**src/tesc_pkg.sv**
```systemverilog
`default_nettype none
package tesc_pkg;
  localparam int CNT_W = 16;
  localparam int NCH = 2;
  // Event action encodings
  localparam logic [2:0] EVA_OFF = 3'h0;
  localparam logic [2:0] EVA_START = 3'h1;
  localparam logic [2:0] EVA_RETRIG = 3'h2;
  localparam logic [2:0] EVA_COUNT = 3'h3;
  localparam logic [2:0] EVA_STAMP = 3'h4;
  localparam logic [2:0] EVA_PPW = 3'h5;
  localparam logic [2:0] EVA_PWP = 3'h6;
  localparam logic [2:0] EVA_PW = 3'h7;
  localparam logic [CNT_W-1:0] CNT_RESET = 16'h0000;
  localparam logic [1:0] SYNC_STAGES = 2'h2;
  typedef struct packed {
    logic [2:0] event_action_select;
    logic input_event_enable;
    logic [NCH-1:0] channel_output_event_enable;
    logic run_in_standby;
    logic clock_on_demand;
  } tesc_cfg_t;
  typedef enum logic [2:0] {
    ST_STOP = 3'b001,
    ST_REQ = 3'b010,
    ST_RUN = 3'b100
  } tesc_state_t;
endpackage : tesc_pkg
`default_nettype wire

```
**src/tesc_timer.sv**
```systemverilog
// Overview of operation
// - Period/width capture takes two captures and restarts counter on one edge.
// - Per-channel output event enable gates that channel's output event.
// - Event action select picks one input-event behaviour among eight.
// - Input events are ignored while input event enable is zero.
// - In standby the timer runs only with run in standby set.
// - Events and captures continue during standby only with run in standby set.
// - On demand mode drops clock request while stopped.
// - On demand start raises request and counts only once clock ready.
// - Soft reset, enable and buffer valid writes cross before taking effect.
// - Control, count, period and channel writes cross before taking effect.
// - Read sync command copies live count into readable register.
// - Capture while flag and buffer valid set discards timestamp and sets error flag.
// - Channel buffer feeds value register when empty or just read.
`default_nettype none
module tesc_timer (
  input wire logic i_sys_clk,
  input wire logic i_rst_n,
  input wire logic i_ce,
  input wire tesc_pkg::tesc_cfg_t i_cfg,
  input wire logic i_standby,
  input wire logic i_clk_ready,
  input wire logic i_event,
  input wire logic i_wr_soft_reset_bit,
  input wire logic i_wr_enable,
  input wire logic i_enable_val,
  input wire logic i_wr_stop_cmd,
  input wire logic i_wr_read_sync_command,
  input wire logic i_wr_count,
  input wire logic i_wr_per,
  input wire logic [tesc_pkg::CNT_W-1:0] i_wdata,
  input wire logic [tesc_pkg::NCH-1:0] i_wr_bufv_clr,
  input wire logic [tesc_pkg::NCH-1:0] i_rd_cc,
  output logic o_clk_req,
  output logic o_stopped,
  output logic o_running,
  output logic [tesc_pkg::CNT_W-1:0] o_count_rd,
  output logic [tesc_pkg::CNT_W-1:0] o_per,
  output logic [tesc_pkg::NCH*tesc_pkg::CNT_W-1:0] o_cc,
  output logic [tesc_pkg::NCH-1:0] o_cc_flag,
  output logic [tesc_pkg::NCH-1:0] o_cc_bufv,
  output logic [tesc_pkg::NCH-1:0] o_err,
  output logic [tesc_pkg::NCH-1:0] o_out_event,
  output logic [5:0] o_sync_busy
);
  localparam int W = tesc_pkg::CNT_W;
  localparam int N = tesc_pkg::NCH;

  ////////////////////////////////////////////////////////////////////////////
  // Write crossing: two-stage pipe per item, busy until the last stage
  logic [5:0] req_q, s1_q, s2_q;
  logic [5:0] wr_req;
  logic [W-1:0] wdata_q;
  assign wr_req = {i_wr_per, i_wr_count, i_wr_read_sync_command, i_wr_stop_cmd, i_wr_enable,
                   i_wr_soft_reset_bit};
  always_ff @(posedge i_sys_clk or negedge i_rst_n) begin
    if (!i_rst_n) begin
      s1_q <= 6'h00;
      s2_q <= 6'h00;
      wdata_q <= tesc_pkg::CNT_RESET;
    end else if (i_ce) begin
      s1_q <= wr_req;
      s2_q <= s1_q;
      if (i_wr_count || i_wr_per) begin
        wdata_q <= i_wdata;
      end
    end
  end
  assign req_q = s2_q;
  logic [N-1:0] bufv_clr_s1_q, bufv_clr_s2_q;
  always_ff @(posedge i_sys_clk or negedge i_rst_n) begin
    if (!i_rst_n) begin
      bufv_clr_s1_q <= '0;
      bufv_clr_s2_q <= '0;
    end else if (i_ce) begin
      bufv_clr_s1_q <= i_wr_bufv_clr;
      bufv_clr_s2_q <= bufv_clr_s1_q;
    end
  end
  // busy per item
  // Busy follows the pipe itself, so a write right behind another keeps it up
  always_ff @(posedge i_sys_clk or negedge i_rst_n) begin
    if (!i_rst_n) begin
      o_sync_busy <= 6'h00;
    end else if (i_ce) begin
      o_sync_busy <= wr_req | s1_q;
    end
  end

  ////////////////////////////////////////////////////////////////////////////
  // Counter control and clock request
  tesc_pkg::tesc_state_t st_q;
  logic enable_q, ev_q, ev_d, rd_pend_q;
  logic [W-1:0] cnt_q;
  logic phase_q;
  logic soft_reset_bit;
  logic active;
  logic trig;
  logic en_rise;
  assign soft_reset_bit = req_q[0];
  // Enable lands this cycle; enable_q still shows the old value here
  assign en_rise = req_q[1] && i_enable_val && !enable_q &&
                   (!i_standby || i_cfg.run_in_standby);
  assign ev_d = i_event && i_cfg.input_event_enable && enable_q;
  assign active = enable_q && (!i_standby || i_cfg.run_in_standby);
  assign trig = ev_q && (i_cfg.event_action_select == tesc_pkg::EVA_START ||
                         i_cfg.event_action_select == tesc_pkg::EVA_RETRIG);
  always_ff @(posedge i_sys_clk or negedge i_rst_n) begin
    if (!i_rst_n) begin
      enable_q <= 1'b0;
      ev_q <= 1'b0;
    end else if (i_ce) begin
      ev_q <= ev_d && !soft_reset_bit;
      if (soft_reset_bit) begin
        enable_q <= 1'b0;
      end else if (req_q[1]) begin
        enable_q <= i_enable_val;
      end
    end
  end
  always_ff @(posedge i_sys_clk or negedge i_rst_n) begin
    if (!i_rst_n) begin
      st_q <= tesc_pkg::ST_STOP;
    end else if (i_ce) begin
      unique case (st_q)
        tesc_pkg::ST_STOP: begin
          if (!soft_reset_bit && ((active && trig) || (en_rise &&
              i_cfg.event_action_select != tesc_pkg::EVA_START))) begin
            st_q <= tesc_pkg::ST_REQ;
          end
        end
        tesc_pkg::ST_REQ: begin
          if (!active || soft_reset_bit) begin
            st_q <= tesc_pkg::ST_STOP;
          end else if (i_clk_ready || !i_cfg.clock_on_demand) begin
            st_q <= tesc_pkg::ST_RUN;
          end
        end
        tesc_pkg::ST_RUN: begin
          if (!active || soft_reset_bit || req_q[2]) begin
            st_q <= tesc_pkg::ST_STOP;
          end
        end
        default: st_q <= tesc_pkg::ST_STOP;
      endcase
    end
  end
  always_ff @(posedge i_sys_clk or negedge i_rst_n) begin
    if (!i_rst_n) begin
      o_clk_req <= 1'b0;
      o_stopped <= 1'b1;
      o_running <= 1'b0;
    end else if (i_ce) begin
      o_stopped <= (st_q == tesc_pkg::ST_STOP);
      o_running <= (st_q == tesc_pkg::ST_RUN);
      o_clk_req <= !i_cfg.clock_on_demand || (st_q != tesc_pkg::ST_STOP);
    end
  end
  logic run;
  logic restart;
  assign run = (st_q == tesc_pkg::ST_RUN);
  assign restart = ev_q && ((i_cfg.event_action_select == tesc_pkg::EVA_RETRIG) ||
    (i_cfg.event_action_select == tesc_pkg::EVA_PPW && !phase_q) ||
    (i_cfg.event_action_select == tesc_pkg::EVA_PWP && phase_q) ||
    (i_cfg.event_action_select == tesc_pkg::EVA_PW && !phase_q));
  always_ff @(posedge i_sys_clk or negedge i_rst_n) begin
    if (!i_rst_n) begin
      cnt_q <= tesc_pkg::CNT_RESET;
      phase_q <= 1'b0;
    end else if (i_ce) begin
      if (soft_reset_bit) begin
        cnt_q <= tesc_pkg::CNT_RESET;
        phase_q <= 1'b0;
      end else if (req_q[4]) begin
        cnt_q <= wdata_q;
      end else if (run) begin
        if (restart) begin
          cnt_q <= tesc_pkg::CNT_RESET;
        end else if (i_cfg.event_action_select == tesc_pkg::EVA_COUNT) begin
          cnt_q <= cnt_q + W'(ev_q);
        end else begin
          cnt_q <= cnt_q + W'(1);
        end
        if (ev_q) begin
          phase_q <= !phase_q;
        end
      end
    end
  end
  always_ff @(posedge i_sys_clk or negedge i_rst_n) begin
    if (!i_rst_n) begin
      o_count_rd <= tesc_pkg::CNT_RESET;
      o_per <= {W{1'b1}};
      rd_pend_q <= 1'b0;
    end else if (i_ce) begin
      rd_pend_q <= req_q[3];
      if (soft_reset_bit) begin
        o_count_rd <= tesc_pkg::CNT_RESET;
        o_per <= {W{1'b1}};
      end else begin
        if (req_q[3]) begin
          o_count_rd <= cnt_q;
        end
        if (req_q[5]) begin
          o_per <= wdata_q;
        end
      end
    end
  end

  ////////////////////////////////////////////////////////////////////////////
  // Capture channels
  logic capt_mode;
  assign capt_mode = i_cfg.event_action_select >= tesc_pkg::EVA_STAMP;
  for (genvar c = 0; c < N; c++) begin : g_ch
    logic [W-1:0] buf_q;
    logic take;
    // Channel 0 takes stamps and one capture edge; channel 1 the other edge
    assign take = run && capt_mode && ev_q &&
      ((i_cfg.event_action_select == tesc_pkg::EVA_STAMP) ? (c == 0) :
       (phase_q == (c == 1)));
    always_ff @(posedge i_sys_clk or negedge i_rst_n) begin
      if (!i_rst_n) begin
        buf_q <= tesc_pkg::CNT_RESET;
        o_cc[c*W +: W] <= tesc_pkg::CNT_RESET;
        o_cc_flag[c] <= 1'b0;
        o_cc_bufv[c] <= 1'b0;
        o_err[c] <= 1'b0;
        o_out_event[c] <= 1'b0;
      end else if (i_ce) begin
        if (soft_reset_bit) begin
          buf_q <= tesc_pkg::CNT_RESET;
          o_cc[c*W +: W] <= tesc_pkg::CNT_RESET;
          o_cc_flag[c] <= 1'b0;
          o_cc_bufv[c] <= 1'b0;
          o_err[c] <= 1'b0;
          o_out_event[c] <= 1'b0;
        end else begin
          o_out_event[c] <= take && !o_cc_flag[c] &&
                            i_cfg.channel_output_event_enable[c];
          if (take && o_cc_flag[c] && o_cc_bufv[c] && !i_rd_cc[c]) begin
            o_err[c] <= 1'b1;
          end
          if ((!o_cc_flag[c] || i_rd_cc[c]) && o_cc_bufv[c]) begin
            o_cc[c*W +: W] <= buf_q;
            o_cc_flag[c] <= 1'b1;
            o_cc_bufv[c] <= take;
            if (take) begin
              buf_q <= cnt_q;
            end
          end else if (take && (!o_cc_flag[c] || i_rd_cc[c])) begin
            o_cc[c*W +: W] <= cnt_q;
            o_cc_flag[c] <= 1'b1;
          end else begin
            if (i_rd_cc[c]) begin
              o_cc_flag[c] <= 1'b0;
            end
            // Value register full: a new capture parks in the buffer; set beats clear
            if (take && !o_cc_bufv[c]) begin
              buf_q <= cnt_q;
              o_cc_bufv[c] <= 1'b1;
            end else if (bufv_clr_s2_q[c]) begin
              o_cc_bufv[c] <= 1'b0;
            end
          end
        end
      end
    end
  end

  ////////////////////////////////////////////////////////////////////////////
  // Checks
  // stopped in on-demand mode means no request
  AST_CLOCK_ON_DEMAND_REQ: assert property (@(posedge i_sys_clk) disable iff (!i_rst_n)
    i_ce && i_cfg.clock_on_demand && st_q == tesc_pkg::ST_STOP && $stable(i_cfg)
    |=> !o_clk_req || !i_ce) else $error("clock request held while stopped");
  AST_RUN_AFTER_REQ: assert property (@(posedge i_sys_clk) disable iff (!i_rst_n)
    $rose(run) |-> $past(st_q) == tesc_pkg::ST_REQ) else $error("run without request");
  AST_SYNC_BUSY: assert property (@(posedge i_sys_clk) disable iff (!i_rst_n)
    i_ce && i_wr_enable |=> o_sync_busy[1]) else $error("busy not shown");
  AST_SOFT_RESET_BIT: assert property (@(posedge i_sys_clk) disable iff (!i_rst_n)
    i_ce && soft_reset_bit |=> !enable_q && cnt_q == tesc_pkg::CNT_RESET)
    else $error("soft reset incomplete");
  AST_EV_GATE: assert property (@(posedge i_sys_clk) disable iff (!i_rst_n)
    i_ce && !i_cfg.input_event_enable |=> !ev_q) else $error("event not gated");
  AST_OUT_EV: assert property (@(posedge i_sys_clk) disable iff (!i_rst_n)
    o_out_event[0] |-> $past(i_cfg.channel_output_event_enable[0]))
    else $error("output event while disabled");
  AST_ERR: assert property (@(posedge i_sys_clk) disable iff (!i_rst_n)
    i_ce && !soft_reset_bit && g_ch[0].take && o_cc_flag[0] && o_cc_bufv[0] && !i_rd_cc[0]
    |=> o_err[0])
    else $error("overflow not flagged");
  AST_READ_SYNC_COMMAND: assert property (@(posedge i_sys_clk) disable iff (!i_rst_n)
    i_ce && req_q[3] && !soft_reset_bit |=> o_count_rd == $past(cnt_q))
    else $error("read sync copy wrong");
endmodule : tesc_timer
`default_nettype wire

```
**config.mk**
```make
export PLATFORM = sky130hd
export DESIGN_NAME = tesc_timer
export DESIGN_NICKNAME = d
export VERILOG_FILES = /design/src/tesc_pkg.sv /design/src/tesc_timer.sv
export SDC_FILE = /design/constraint.sdc
export NUM_CORES = 1
export LEC_CHECK = 0
export CAP_MARGIN = 10
export CORE_ASPECT_RATIO = 2
export CORE_MARGIN = 3
export CORE_UTILIZATION = 25
export CTS_CLUSTER_DIAMETER = 60
export DETAILED_ROUTE_END_ITERATION = 12
export DONT_BUFFER_PORTS = 1
export SLEW_MARGIN = 20
export SYNTH_ARGS = -nofsm -noshare
export SYNTH_HDL_FRONTEND = slang
export SYNTH_SLANG_ARGS = --single-unit
```
**constraint.sdc**
```tcl
create_clock -name i_sys_clk -period 1.7 [get_ports i_sys_clk]
set_input_delay 0.34 -clock i_sys_clk [delete_from_list [all_inputs] [get_ports i_sys_clk]]
set_output_delay 0.34 -clock i_sys_clk [all_outputs]
set_load 0.01 [all_outputs]
```
---- Word level (Yosys, flattened, before mapping) ----
Index checks and enable logic that the tools add are counted.
word-level totals
  input port bits ......................... 41
  bits in registers ....................... 167
  logic and storage cells ................. 208
  output and inout bits ................... 81
operators by class
  reduce and logical (&&, ||, !) cells .... 93
  add/sub/neg operators ................... 2
  order comparisons ....................... 1
  equality and inequality tests ........... 20
  mux-type cells .......................... 62
  bitwise logic cells ..................... 2
operators with widths
  operator               count
  $mux 16                25
  $logic_and 1x1->1      35
  $mux 1                 32
  $reduce_and 2->1       11
  $add 16x1->16          1
  $add 16x1->16 const B  1
  $reduce_and 4->1       4
  $reduce_bool 4->1      4
  $eq 3x3->1 const B     5
  $ne 3x3->1 const B     5
  $reduce_bool 3->1      5
  $reduce_bool 2->1      7
  $logic_or 1x1->1       13
  $logic_not 1->1        12
  $mux 3                 4
  $eq 3x2->1 const B     3
  $pmux 3 s3             1
  $eq 3x1->1 const B     2
  $ne 3x1->1 const B     2
  $or 6x6->6             1
  $reduce_and 3->1       2
  $ne 2x2->1 const B     2
  $ge 3x3->1 const B     1
  $ne 2x1->1 const B     1
  $not 1->1              1

---- Longest topological paths before layout ----
Gate-level depths: netlist of the first run.
  depth after elaboration ................. 10
  mapped depth ............................ 8
  mapped depth without buffers ............ 8

---- Least setup slack after synthesis of the first run ----
Ideal clock, no wire load.
  kind .................................... register to register
  from .................................... register st_q[1]
  to ...................................... register g_ch[1].buf_q[10]
  clock period less this slack ............ 1.860 ns
  stages on the path, launching flop included .. 8
  setup slack ............................. -0.160 ns
  arrival time ............................ 1.730 ns
  cells stage by stage .................... dfrtp_1 and4bb_4 o2111ai_4 or2_1 buf_6 buf_8 a22oi_1 o2bb2ai_1
between the ends
  cells in the longest elaborated chain, start to end .. 7
ends and longest elaborated chain
  item                                                                     RTL line                              text
  start: declaration                                                       tesc_timer.sv:92                      tesc_pkg::tesc_state_t st_q;
  start signal: assignment                                                 tesc_timer.sv:123                     st_q <= tesc_pkg::ST_STOP;
  start signal: assignment                                                 tesc_timer.sv:129                     st_q <= tesc_pkg::ST_REQ;
  start signal: assignment                                                 tesc_timer.sv:134                     st_q <= tesc_pkg::ST_STOP;
  $eq 3x3->1 *                                                             tesc_timer.sv:161                     assign run = (st_q == tesc_pkg::ST_RUN);
  $logic_and 1x1->1 * (3 in series)                                        tesc_timer.sv:219                     assign take = run && capt_mode && ev_q &&
  $logic_and 1x1->1, on equally long branches                              tesc_timer.sv:251, tesc_timer.sv:259
  $ne 3x3->1 (no source line) / $reduce_bool 3->1 (equally long branches)  --
  $reduce_and 4->1 (no source line) *                                      --
  end signal: assignment                                                   tesc_timer.sv:224                     buf_q <= tesc_pkg::CNT_RESET;
  end signal: assignment                                                   tesc_timer.sv:249                     buf_q <= cnt_q;
  end signal: assignment                                                   tesc_timer.sv:260                     buf_q <= cnt_q;
  end: declaration                                                         tesc_timer.sv:216                     logic [W-1:0] buf_q;
Every way passes the cells marked *; elsewhere a longest branch is shown, timed or not.
A chain may end at the register's enable or synchronous reset.

---- Final worst setup path of the first run ----
  from .................................... register st_q[2]
  to ...................................... register st_q[2]
between the ends
  cells in the longest elaborated chain, start to end .. 3
ends and longest elaborated chain
  item                                                 RTL line           text
  $eq 3x2->1 (tied with other cells)                   tesc_timer.sv:125  unique case (st_q)
  $ne 3x3->1 (no source line) (tied with other cells)  --
  $reduce_and 4->1 (no source line)                    --
Parallel ways exist; a longest one is shown, timed or not.

==> results of run 1 <==
-- cell type report --
type | instances | share of cell area [%]
diodes | 1 | 0.0260
clock buffers | 17 | 4.43
clock inverters | 15 | 2.73
inverters | 16 | 0.625
multi-input cells | 468 | 35.9
flip-flops and latches | 167 | 43.7
well taps | 368 | 4.79
repair buffers | 87 | 7.77
-- cell usage after synthesis (all sizes together), types with 2 or more instances --
master,number
mux2,51
a22oi,35
xnor2,4
a21o,3
o22ai,6
buf,15
nand2b,5
nor2,42
nor2b,20
o21a,3
a22o,32
a21oi,58
nor4,4
o41ai,4
nand2,63
inv,16
a41oi,2
a32oi,5
nor3,11
and2,4
ha,2
o2bb2ai,35
clkbuf,40
mux2i,5
o31ai,3
and4,3
dfrtp,149
nand4,6
and3,2
o21ai,19
nand3,21
or2,2
dfstp,18
o211ai,2
-- cell families after synthesis --
group	Yosys count	share of synthesized area, %
adders and majority gates	2	0.325
xor gates and xnor gates	4	0.454
muxes	56	8.10
DFF	167	54.5
AOI/OAI and AO/OA	218	20.6
and+or+nand+nor	187	11.8
buffers and inverters	71	4.12
-- stage by stage --
stage / TNS, ns / setup WS [ns] / power, mW
3_5_place_dp: -1.79 / -0.0844 / 6.65
2_1_floorplan: -1.83 / -0.109 / 5.97
4_1_cts: -0.261 / -0.0489 / 11.3
5_1_grt: -3.32 / -0.111 / 11.7
3_3_place_gp: -0.709 / -0.0531 / 6.60
6_report: -0.174 / -0.0461 / 11.2
-- cells in the final DEF, fill, tap and decap left out, types with 4 or more instances in the layout --
cell	synthesis	routed
nor3_1	9	7
mux2i_1	5	5
a22oi_1	33	23
mux2_2	51	50
nor2b_1	20	19
buf_12	0	5
nor2_1	42	39
a21oi_1	58	55
dfrtp_1	149	148
buf_6	3	7
bufinv_16	0	6
nand3_1	21	19
dfstp_2	18	18
clkbuf_16	0	17
o21ai_1	3	5
inv_1	15	15
o22ai_1	6	6
o2bb2ai_1	35	34
xnor2_1	4	4
buf_4	2	73
nand2b_1	5	5
a32oi_1	5	5
and2_1	4	4
nand4_1	6	6
o21ai_0	15	12
a22oi_2	2	12
nand2_1	62	61
a22o_1	32	32
-- per-layer routing --
metal | vias up | global-route usage [%]
met5 | - | 0
met4 | 0 | 8.12
met3 | 54 | 4.59
met2 | 175 | 24.6
met1 | 2955 | 15.3
li1 | 2691 | -
-- power by group through the flow --
stage          registers [mW]  clock network, mW  logic (mW)
2_1_floorplan            4.98                  0       0.992
3_3_place_gp             5.22                  0        1.38
3_5_place_dp             5.23                  0        1.42
4_1_cts                  5.16               4.68        1.46
5_1_grt                  5.21               4.84        1.62
6_report                 5.14               4.55        1.47
-- worst min path at each step --
stage / endpoint / slack [ns] / cells past startpoint
6_report: o_sync_busy[3]$_DFFE_PN0P_ / -0.40 / 0
5_1_grt: o_sync_busy[3]$_DFFE_PN0P_ / -0.44 / 0
4_1_cts: o_count_rd[0]$_DFFE_PN0P_ / -0.43 / 0
3_5_place_dp: o_sync_busy[3]$_DFFE_PN0P_ / 0.05 / 0
3_3_place_gp: o_sync_busy[0]$_DFFE_PN0P_ / 0.05 / 0
2_1_floorplan: bufv_clr_s1_q[0]$_DFFE_PN0P_ / 0.04 / 0
-- sequential cells by signal (all words and copies together), names as in the netlist, 3 cells and up --
register and cells:
g_ch.buf_q 32, o_cc 32, cnt_q 16, o_count_rd 16, o_per 16, wdata_q 16, o_sync_busy 6, req_q 6
s1_q 6, st_q 3
-- timing repair --
item,in CTS,in global routing
cloned,1,1
endpoints found under the setup margin,56,78
resized for setup,18,27
endpoints found under the hold margin,179,167
pin swaps,10,10
setup buffers,4,5
==> flow_summary.rst, run 1 <==
.. list-table::
   :header-rows: 1

   * - Metric
     - Value
   * - Pin slew with the least headroom to its limit
     - 0.668 ns
   * - Clock Skews
     - 0.00878 ns
   * - Detailed Place HPWL
     - between 15000 and 20000 um
   * - Worst-case register-to-register setup slack
     - -0.05 ns
   * - Count of endpoints failing hold in the final timing report
     - approximately 170
   * - Failing checks
     - negative hold slack, negative setup slack
   * - Detailed Routing Iterations Pass 1
     - 4
   * - Antenna violations before repair
     - 1
   * - Utilization of the core after routing
     - 31.7%
   * - Die span in y
     - between 200 and 300 um
   * - Wire length on met2
     - between 10000 and 15000 um
   * - Total core area
     - 30300 sq um
   * - Nets in the synthesized netlist
     - 748
   * - Cell taking the most area after synthesis
     - dfrtp_1
   * - Routed length on met1
     - 8350 um
   * - Largest cells by area after synthesis
     - dfrtp_1 (48%), mux2_2 (7.5%), dfstp_2 (6.1%)
   * - Placed instance count
     - 1093
   * - Cell-by-cell trace of the critical path
     - buf_4, nor4bb_4, a21oi_2, o41ai_2, mux2_2
   * - Synth async-reset ratio
     - 100%
   * - Maximum operating frequency
     - 0.573 GHz
   * - Die width
     - 130 um
   * - Area delta synth->final
     - 24.7%
   * - Share of the yosys chip area belonging to registers
     - around 55%
   * - Post-synth EDFFs
     - 0
   * - Number of vias in the routed layout
     - 5875
   * - Endpoint of the lowest-slack register-to-register path
     - st_q[2]$_DFFE_PN0P_
   * - Share of Yosys cell area claimed by the top area cell type
     - approximately half
   * - Site row count
     - 90
   * - Tightest slew margin relative to the limit
     - between 50% and 60%
   * - Reg area
     - 4200 sq um
   * - Gate Count Post-Synth
     - 705
   * - Total track usage
     - 14.3%
   * - Maximum number of pins on one net before global-route repair
     - roughly 170
   * - Fillers
     - 2954
   * - Port Buffers
     - 0
   * - Fraction of power consumed by sequential logic
     - 46.0%
   * - Number of buffers on the longest clock path
     - 2
   * - Number of setup violations in the final report
     - 12
   * - Post-synthesis instance area
     - 7710 sq um
   * - Clock tree from TritonCTS
     - done
   * - Routed wire length
     - 23300 um
   * - Setup crit end kind
     - flip-flop
   * - Clock transition at the registers of the reported paths
     - 0.07 ns
   * - Critical path buffer and inverter count
     - 1
   * - DRC violations left
     - 0
   * - Final Non-Filler Cells
     - 1139
   * - Mean area per synthesized cell
     - roughly 11 sq um
   * - CP Class
     - flip-flop to flip-flop
   * - Count of pins over their slew limit
     - 0
   * - Footprint of the multi-input gates
     - 3450 sq um
   * - Wire length per cell after detailed routing
     - 20.5 um
   * - Net count, final
     - 800
   * - Placer's final routability congestion estimate
     - between 0.8 and 0.9
   * - Overflow left after global routing
     - 0
   * - Critical path launch point
     - st_q[2]$_DFFE_PN0P_
   * - CTS sink count
     - 167
   * - Status
     - finished, violations left
   * - Register-to-Register Path Depth
     - 5
   * - Class of the most critical hold timing path
     - input pin to asynchronous set/reset pin
   * - Detailed-route vias per instance
     - 5.16
   * - Highest routed metal layer
     - met4
   * - ANT nets after route
     - 0
   * - Synthesized flop and latch total
     - 167
   * - Endpoint of the most critical setup path
     - st_q[2]$_DFFE_PN0P_
   * - Post-synth top flop
     - dfrtp_1
   * - Instance area at placement
     - 8600 sq um
   * - Synthesis Warnings
     - 0
   * - VDD IR-drop max
     - 0.000634 V
   * - Crit path arrival time
     - around 2.1 ns
   * - Switching power as a share of total power
     - 28.6%
   * - Largest stage delay, worst path
     - 0.40 ns
   * - Clock insertion delay at the later pin of the skew report
     - about 0.44 ns
   * - PwrDens
     - 1160 nW/um^2
   * - Total met3 wirelength after detailed routing
     - 1450 um
   * - Final WS setup
     - -0.0461 ns
   * - Largest fanout on the critical path
     - 5
   * - Vias in the first global route
     - between 5000 and 6000
   * - Psw
     - 3.19 mW
   * - Top Ports
     - 122
   * - Layout cell share with drive strength beyond 1
     - 30.5%
   * - WHS
     - -0.397 ns
   * - Synth cell types
     - 63
   * - Worst path depth
     - 5
   * - CP startpoint kind
     - flip-flop
   * - Maximum Capacitance Violations
     - 0
   * - Maximum level of the CTS H-tree
     - 4
   * - Dominant delay contributor by cell family on the critical path
     - compound AO/OA/AOI/OAI gates
   * - Internal power contribution
     - 7.97 mW
   * - Initial cell density of the core
     - about a quarter
   * - Static Leak
     - just over 4 nW
   * - Clock network fraction of total power
     - 40.8%
   * - Master of the slowest instance on the critical path
     - o41ai_2
   * - Final critical delay including setup and external delays
     - 1.75 ns
   * - First-pass GRT wire length
     - 35900 um
   * - Worst flop-to-flop path startpoint
     - st_q[2]$_DFFE_PN0P_
   * - Critical Path RT
     - 2.03 ns
   * - Final Cell Area
     - 9610 sq um
   * - Hold bufs inserted after CTS
     - 2
   * - Period utilization
     - 103%
   * - Setup repair after global routing missed its margin
     - yes
   * - Proportion of power drawn by combinational gates
     - 13.2%
   * - Number of CTS-inserted buffers
     - 17
   * - Buffer cell driving the clock tree root
     - clkbuf_16
   * - Initial drt markers
     - around 340
   * - Die Outline Area
     - about 33000 sq um
(Power assumes the default switching activity.)
==> run 2, diff against run 1 <==
==> constraint.sdc (replaced) <==
create_clock -name i_sys_clk -period 1.7 [get_ports i_sys_clk]
set_input_delay 0.255 -clock i_sys_clk [delete_from_list [all_inputs] [get_ports i_sys_clk]]
set_output_delay 0.255 -clock i_sys_clk [all_outputs]
set_load 0.01 [all_outputs]
==> flow_summary.rst, run 2 (synthesis results as in run 1) <==
.. list-table::
   :header-rows: 1

   * - Metric
     - Value
   * - Status
     - finished, violations left
   * - Failing checks
     - negative hold slack, negative setup slack
   * - Vias in the first global route
     - 5925 (-0.30%)
   * - VDD IR-drop max
     - 0.000639 V (+0.76%)
   * - Die width
     - 130 um (unchanged)
   * - Crit path arrival time
     - 2.14 ns (+0.07 ns)
   * - Total track usage
     - 14.1% (-0.18 points)
   * - Worst path depth
     - 7 (+2)
   * - Setup crit end kind
     - flip-flop
   * - ANT nets after route
     - 0 (unchanged)
   * - CTS sink count
     - 167 (unchanged)
   * - CP startpoint kind
     - flip-flop
   * - Placer's final routability congestion estimate
     - 0.830 (-0.67%)
   * - Number of setup violations in the final report
     - 18 (+6)
   * - PwrDens
     - 1100 nW/um^2 (-5.4%)
   * - Final critical delay including setup and external delays
     - 1.78 ns (+0.0334 ns)
   * - Clock insertion delay at the later pin of the skew report
     - 0.44 ns (about the same)
   * - Utilization of the core after routing
     - 32.8% (+1.0 points)
   * - Site row count
     - 90 (unchanged)
   * - Die span in y
     - 254 um (unchanged)
   * - DRC violations left
     - 0 (unchanged)
   * - Overflow left after global routing
     - 0 (unchanged)
   * - Maximum operating frequency
     - 0.562 GHz (-1.9%)
   * - Instance area at placement
     - 8600 sq um (about the same)
   * - Detailed Place HPWL
     - 16400 um (-0.79%)
   * - Cell-by-cell trace of the critical path
     - and4bb_4, o2111ai_4, buf_6, nor3_4, clkbuf_16, a22oi_2, o2bb2ai_1
   * - Critical path launch point
     - st_q[1]$_DFFE_PN0P_
   * - Switching power as a share of total power
     - 29.8% (+1.2 points)
   * - Final WS setup
     - -0.0795 ns (-0.0334 ns)
   * - Maximum level of the CTS H-tree
     - 4 (unchanged)
   * - Layout cell share with drive strength beyond 1
     - 30.8% (+0.31 points)
   * - Master of the slowest instance on the critical path
     - dfrtp_1
   * - Clock tree from TritonCTS
     - done
   * - Largest fanout on the critical path
     - 7 (+2)
   * - Number of vias in the routed layout
     - 5912 (+0.63%)
   * - Setup repair after global routing missed its margin
     - yes
   * - Count of pins over their slew limit
     - 0 (unchanged)
   * - Routed wire length
     - 23700 um (+1.6%)
   * - Pin slew with the least headroom to its limit
     - 0.594 ns (-0.0742 ns)
   * - Largest stage delay, worst path
     - 0.40 ns (about the same)
   * - Port Buffers
     - 0 (unchanged)
   * - Buffer cell driving the clock tree root
     - clkbuf_16
   * - Die Outline Area
     - 33100 sq um (unchanged)
   * - Clock transition at the registers of the reported paths
     - 0.07 ns (about the same)
   * - Largest registers
     - g_ch.buf_q x32, o_cc x32
   * - Antenna violations before repair
     - 0 (-1)
   * - Count of endpoints failing hold in the final timing report
     - 167 (unchanged)
   * - Area delta synth->final
     - 28.7%
   * - Proportion of power drawn by combinational gates
     - 14.7% (+1.5 points)
   * - Maximum Capacitance Violations
     - 0 (unchanged)
   * - Clock network fraction of total power
     - 38.1% (-2.7 points)
   * - Number of buffers on the longest clock path
     - 2 (unchanged)
   * - Internal power contribution
     - 7.65 mW (-4.0%)
   * - Fraction of power consumed by sequential logic
     - 47.1% (+1.1 points)
   * - Total inserted antenna cells
     - 0 (-1)
   * - Critical Path RT
     - 2.07 ns (+0.04 ns)
   * - Worst flop-to-flop path startpoint
     - st_q[1]$_DFFE_PN0P_
   * - Dominant delay contributor by cell family on the critical path
     - simple AND/OR/NAND/NOR gates
   * - Clock Skews
     - 0.0103 ns (+0.00153 ns)
   * - Top Ports
     - 122 (unchanged)
   * - Critical path buffer and inverter count
     - 2 (+1)
   * - Total core area
     - 30300 sq um (unchanged)
   * - Hold bufs inserted after CTS
     - 30 (+28)
   * - Number of CTS-inserted buffers
     - 17 (unchanged)
   * - Wire length per cell after detailed routing
     - 20.3 um (-0.75%)
   * - Detailed-route vias per instance
     - 5.07 (-1.7%)
   * - Register-to-Register Path Depth
     - 7 (+2)
   * - Tightest slew margin relative to the limit
     - 60.4% (+5.1 points)
   * - WHS
     - -0.493 ns (-0.0966 ns)
   * - Maximum number of pins on one net before global-route repair
     - 168 (unchanged)
   * - Static Leak
     - 4.19 nW (+3.1%)
   * - Class of the most critical hold timing path
     - input pin to asynchronous set/reset pin
   * - Net count, final
     - 828 (+3.5%)
   * - Commonest cells after routing, fill and taps aside
     - dfrtp_1 (148), buf_4 (70), nand2_1 (60)
   * - First-pass GRT wire length
     - 35600 um (-0.71%)
   * - Psw
     - 3.25 mW (+1.9%)
   * - Initial drt markers
     - 388 (+16%)
   * - CP Class
     - flip-flop to flip-flop
   * - Leading cell type in the layout, fill and taps excluded
     - dfrtp_1
   * - Period utilization
     - 105% (+2.0 points)
   * - Initial cell density of the core
     - 25.4% (unchanged)
   * - Final Cell Area
     - 9920 sq um (+3.2%)
   * - Detailed Routing Iterations Pass 1
     - 4 (unchanged)
run 2: cell count changes in the layout (fill, tap and decap cells not counted), sizes merged:
cell,delta
a21bo,-1
buf,-2
bufinv,-3
clkbuf,+5
clkinv,+1
clkinvlp,+1
diode,-1
dlygate4sd3,+27
run 2: stage by stage:
| step | std cells | setup slack [ns] | power (mW) | TNS, ns | hold WS, ns |
|---|---|---|---|---|---|
| finish | 1166 | -0.0795 | 10.9 | -0.767 | -0.493 |
| global route | 1166 | -0.159 | 11.4 | -5.49 | -0.529 |
| CTS | 1155 | -0.0608 | 10.9 | -0.390 | -0.520 |
| detailed placement | 1092 | -0.0832 | 6.63 | -1.68 | -0.0373 |
| global placement | 1092 | -0.0388 | 6.60 | -0.656 | -0.0367 |
| floorplan | 705 | -0.109 | 5.97 | -1.83 | -0.0406 |
run 2: path summary, 6_finish.rpt:
path	end	slack, ns
setup / recovery	g_ch[1].buf_q[5]$_DFFE_PN0P_	-0.08
hold / removal	o_count_rd[1]$_DFFE_PN0P_	-0.49
setup reg to reg	g_ch[1].buf_q[5]$_DFFE_PN0P_	-0.08
hold reg to reg	g_ch[0].buf_q[5]$_DFFE_PN0P_	0.51
max in group asynchronous	o_per[12]$_DFFE_PN1P_	1.77
min in group i_sys_clk	req_q[0]$_DFFE_PN0P_	0.03
run 2: repair_timing:
action | 4_1_cts | 5_1_grt
resized for setup | 6 | 47
hold endpoints to repair | 213 | 167
endpoints found under the setup margin | 38 | 63
cloned | 0 | 5
pin swaps | 2 | 15
buffers inserted | 1 | 7
run 2: cell type report:
cell class,instances,area (sq um)
flip-flops and latches,167,4200
multi-input cells,467,3460
inverters,16,60.1
fillers,2971,20400
clock buffers,18,439
repair buffers,116,1110
well taps,368,460
clock inverters,14,189
run 2: worst register-to-register path, delay by kind of cell (launching register included):
family                 cells  cell delay, ns
AO/OA/AOI/OAI              3            0.34
flip-flops                 1            0.40
buffers and inverters      2            0.38
AND/OR/NAND/NOR            2            0.60
run 2: layer usage:
metal  GRT usage (%)  vias up  wire (um)
li1                -     2752          -
met2            24.8      167      12800
met1            15.5     2950       8290
met4            7.52        0       1290
met5               0        -          0
met3            3.56       43       1380
run 2: power groups by stage:
| stage | registers [mW] | logic (mW) | clock network, mW |
|---|---|---|---|
| 5_1_grt | 5.21 | 1.76 | 4.44 |
| 2_1_floorplan | 4.98 | 0.991 | 0 |
| 3_3_place_gp | 5.21 | 1.38 | 0 |
| 6_report | 5.13 | 1.61 | 4.16 |
| 4_1_cts | 5.15 | 1.51 | 4.27 |
| 3_5_place_dp | 5.22 | 1.41 | 0 |
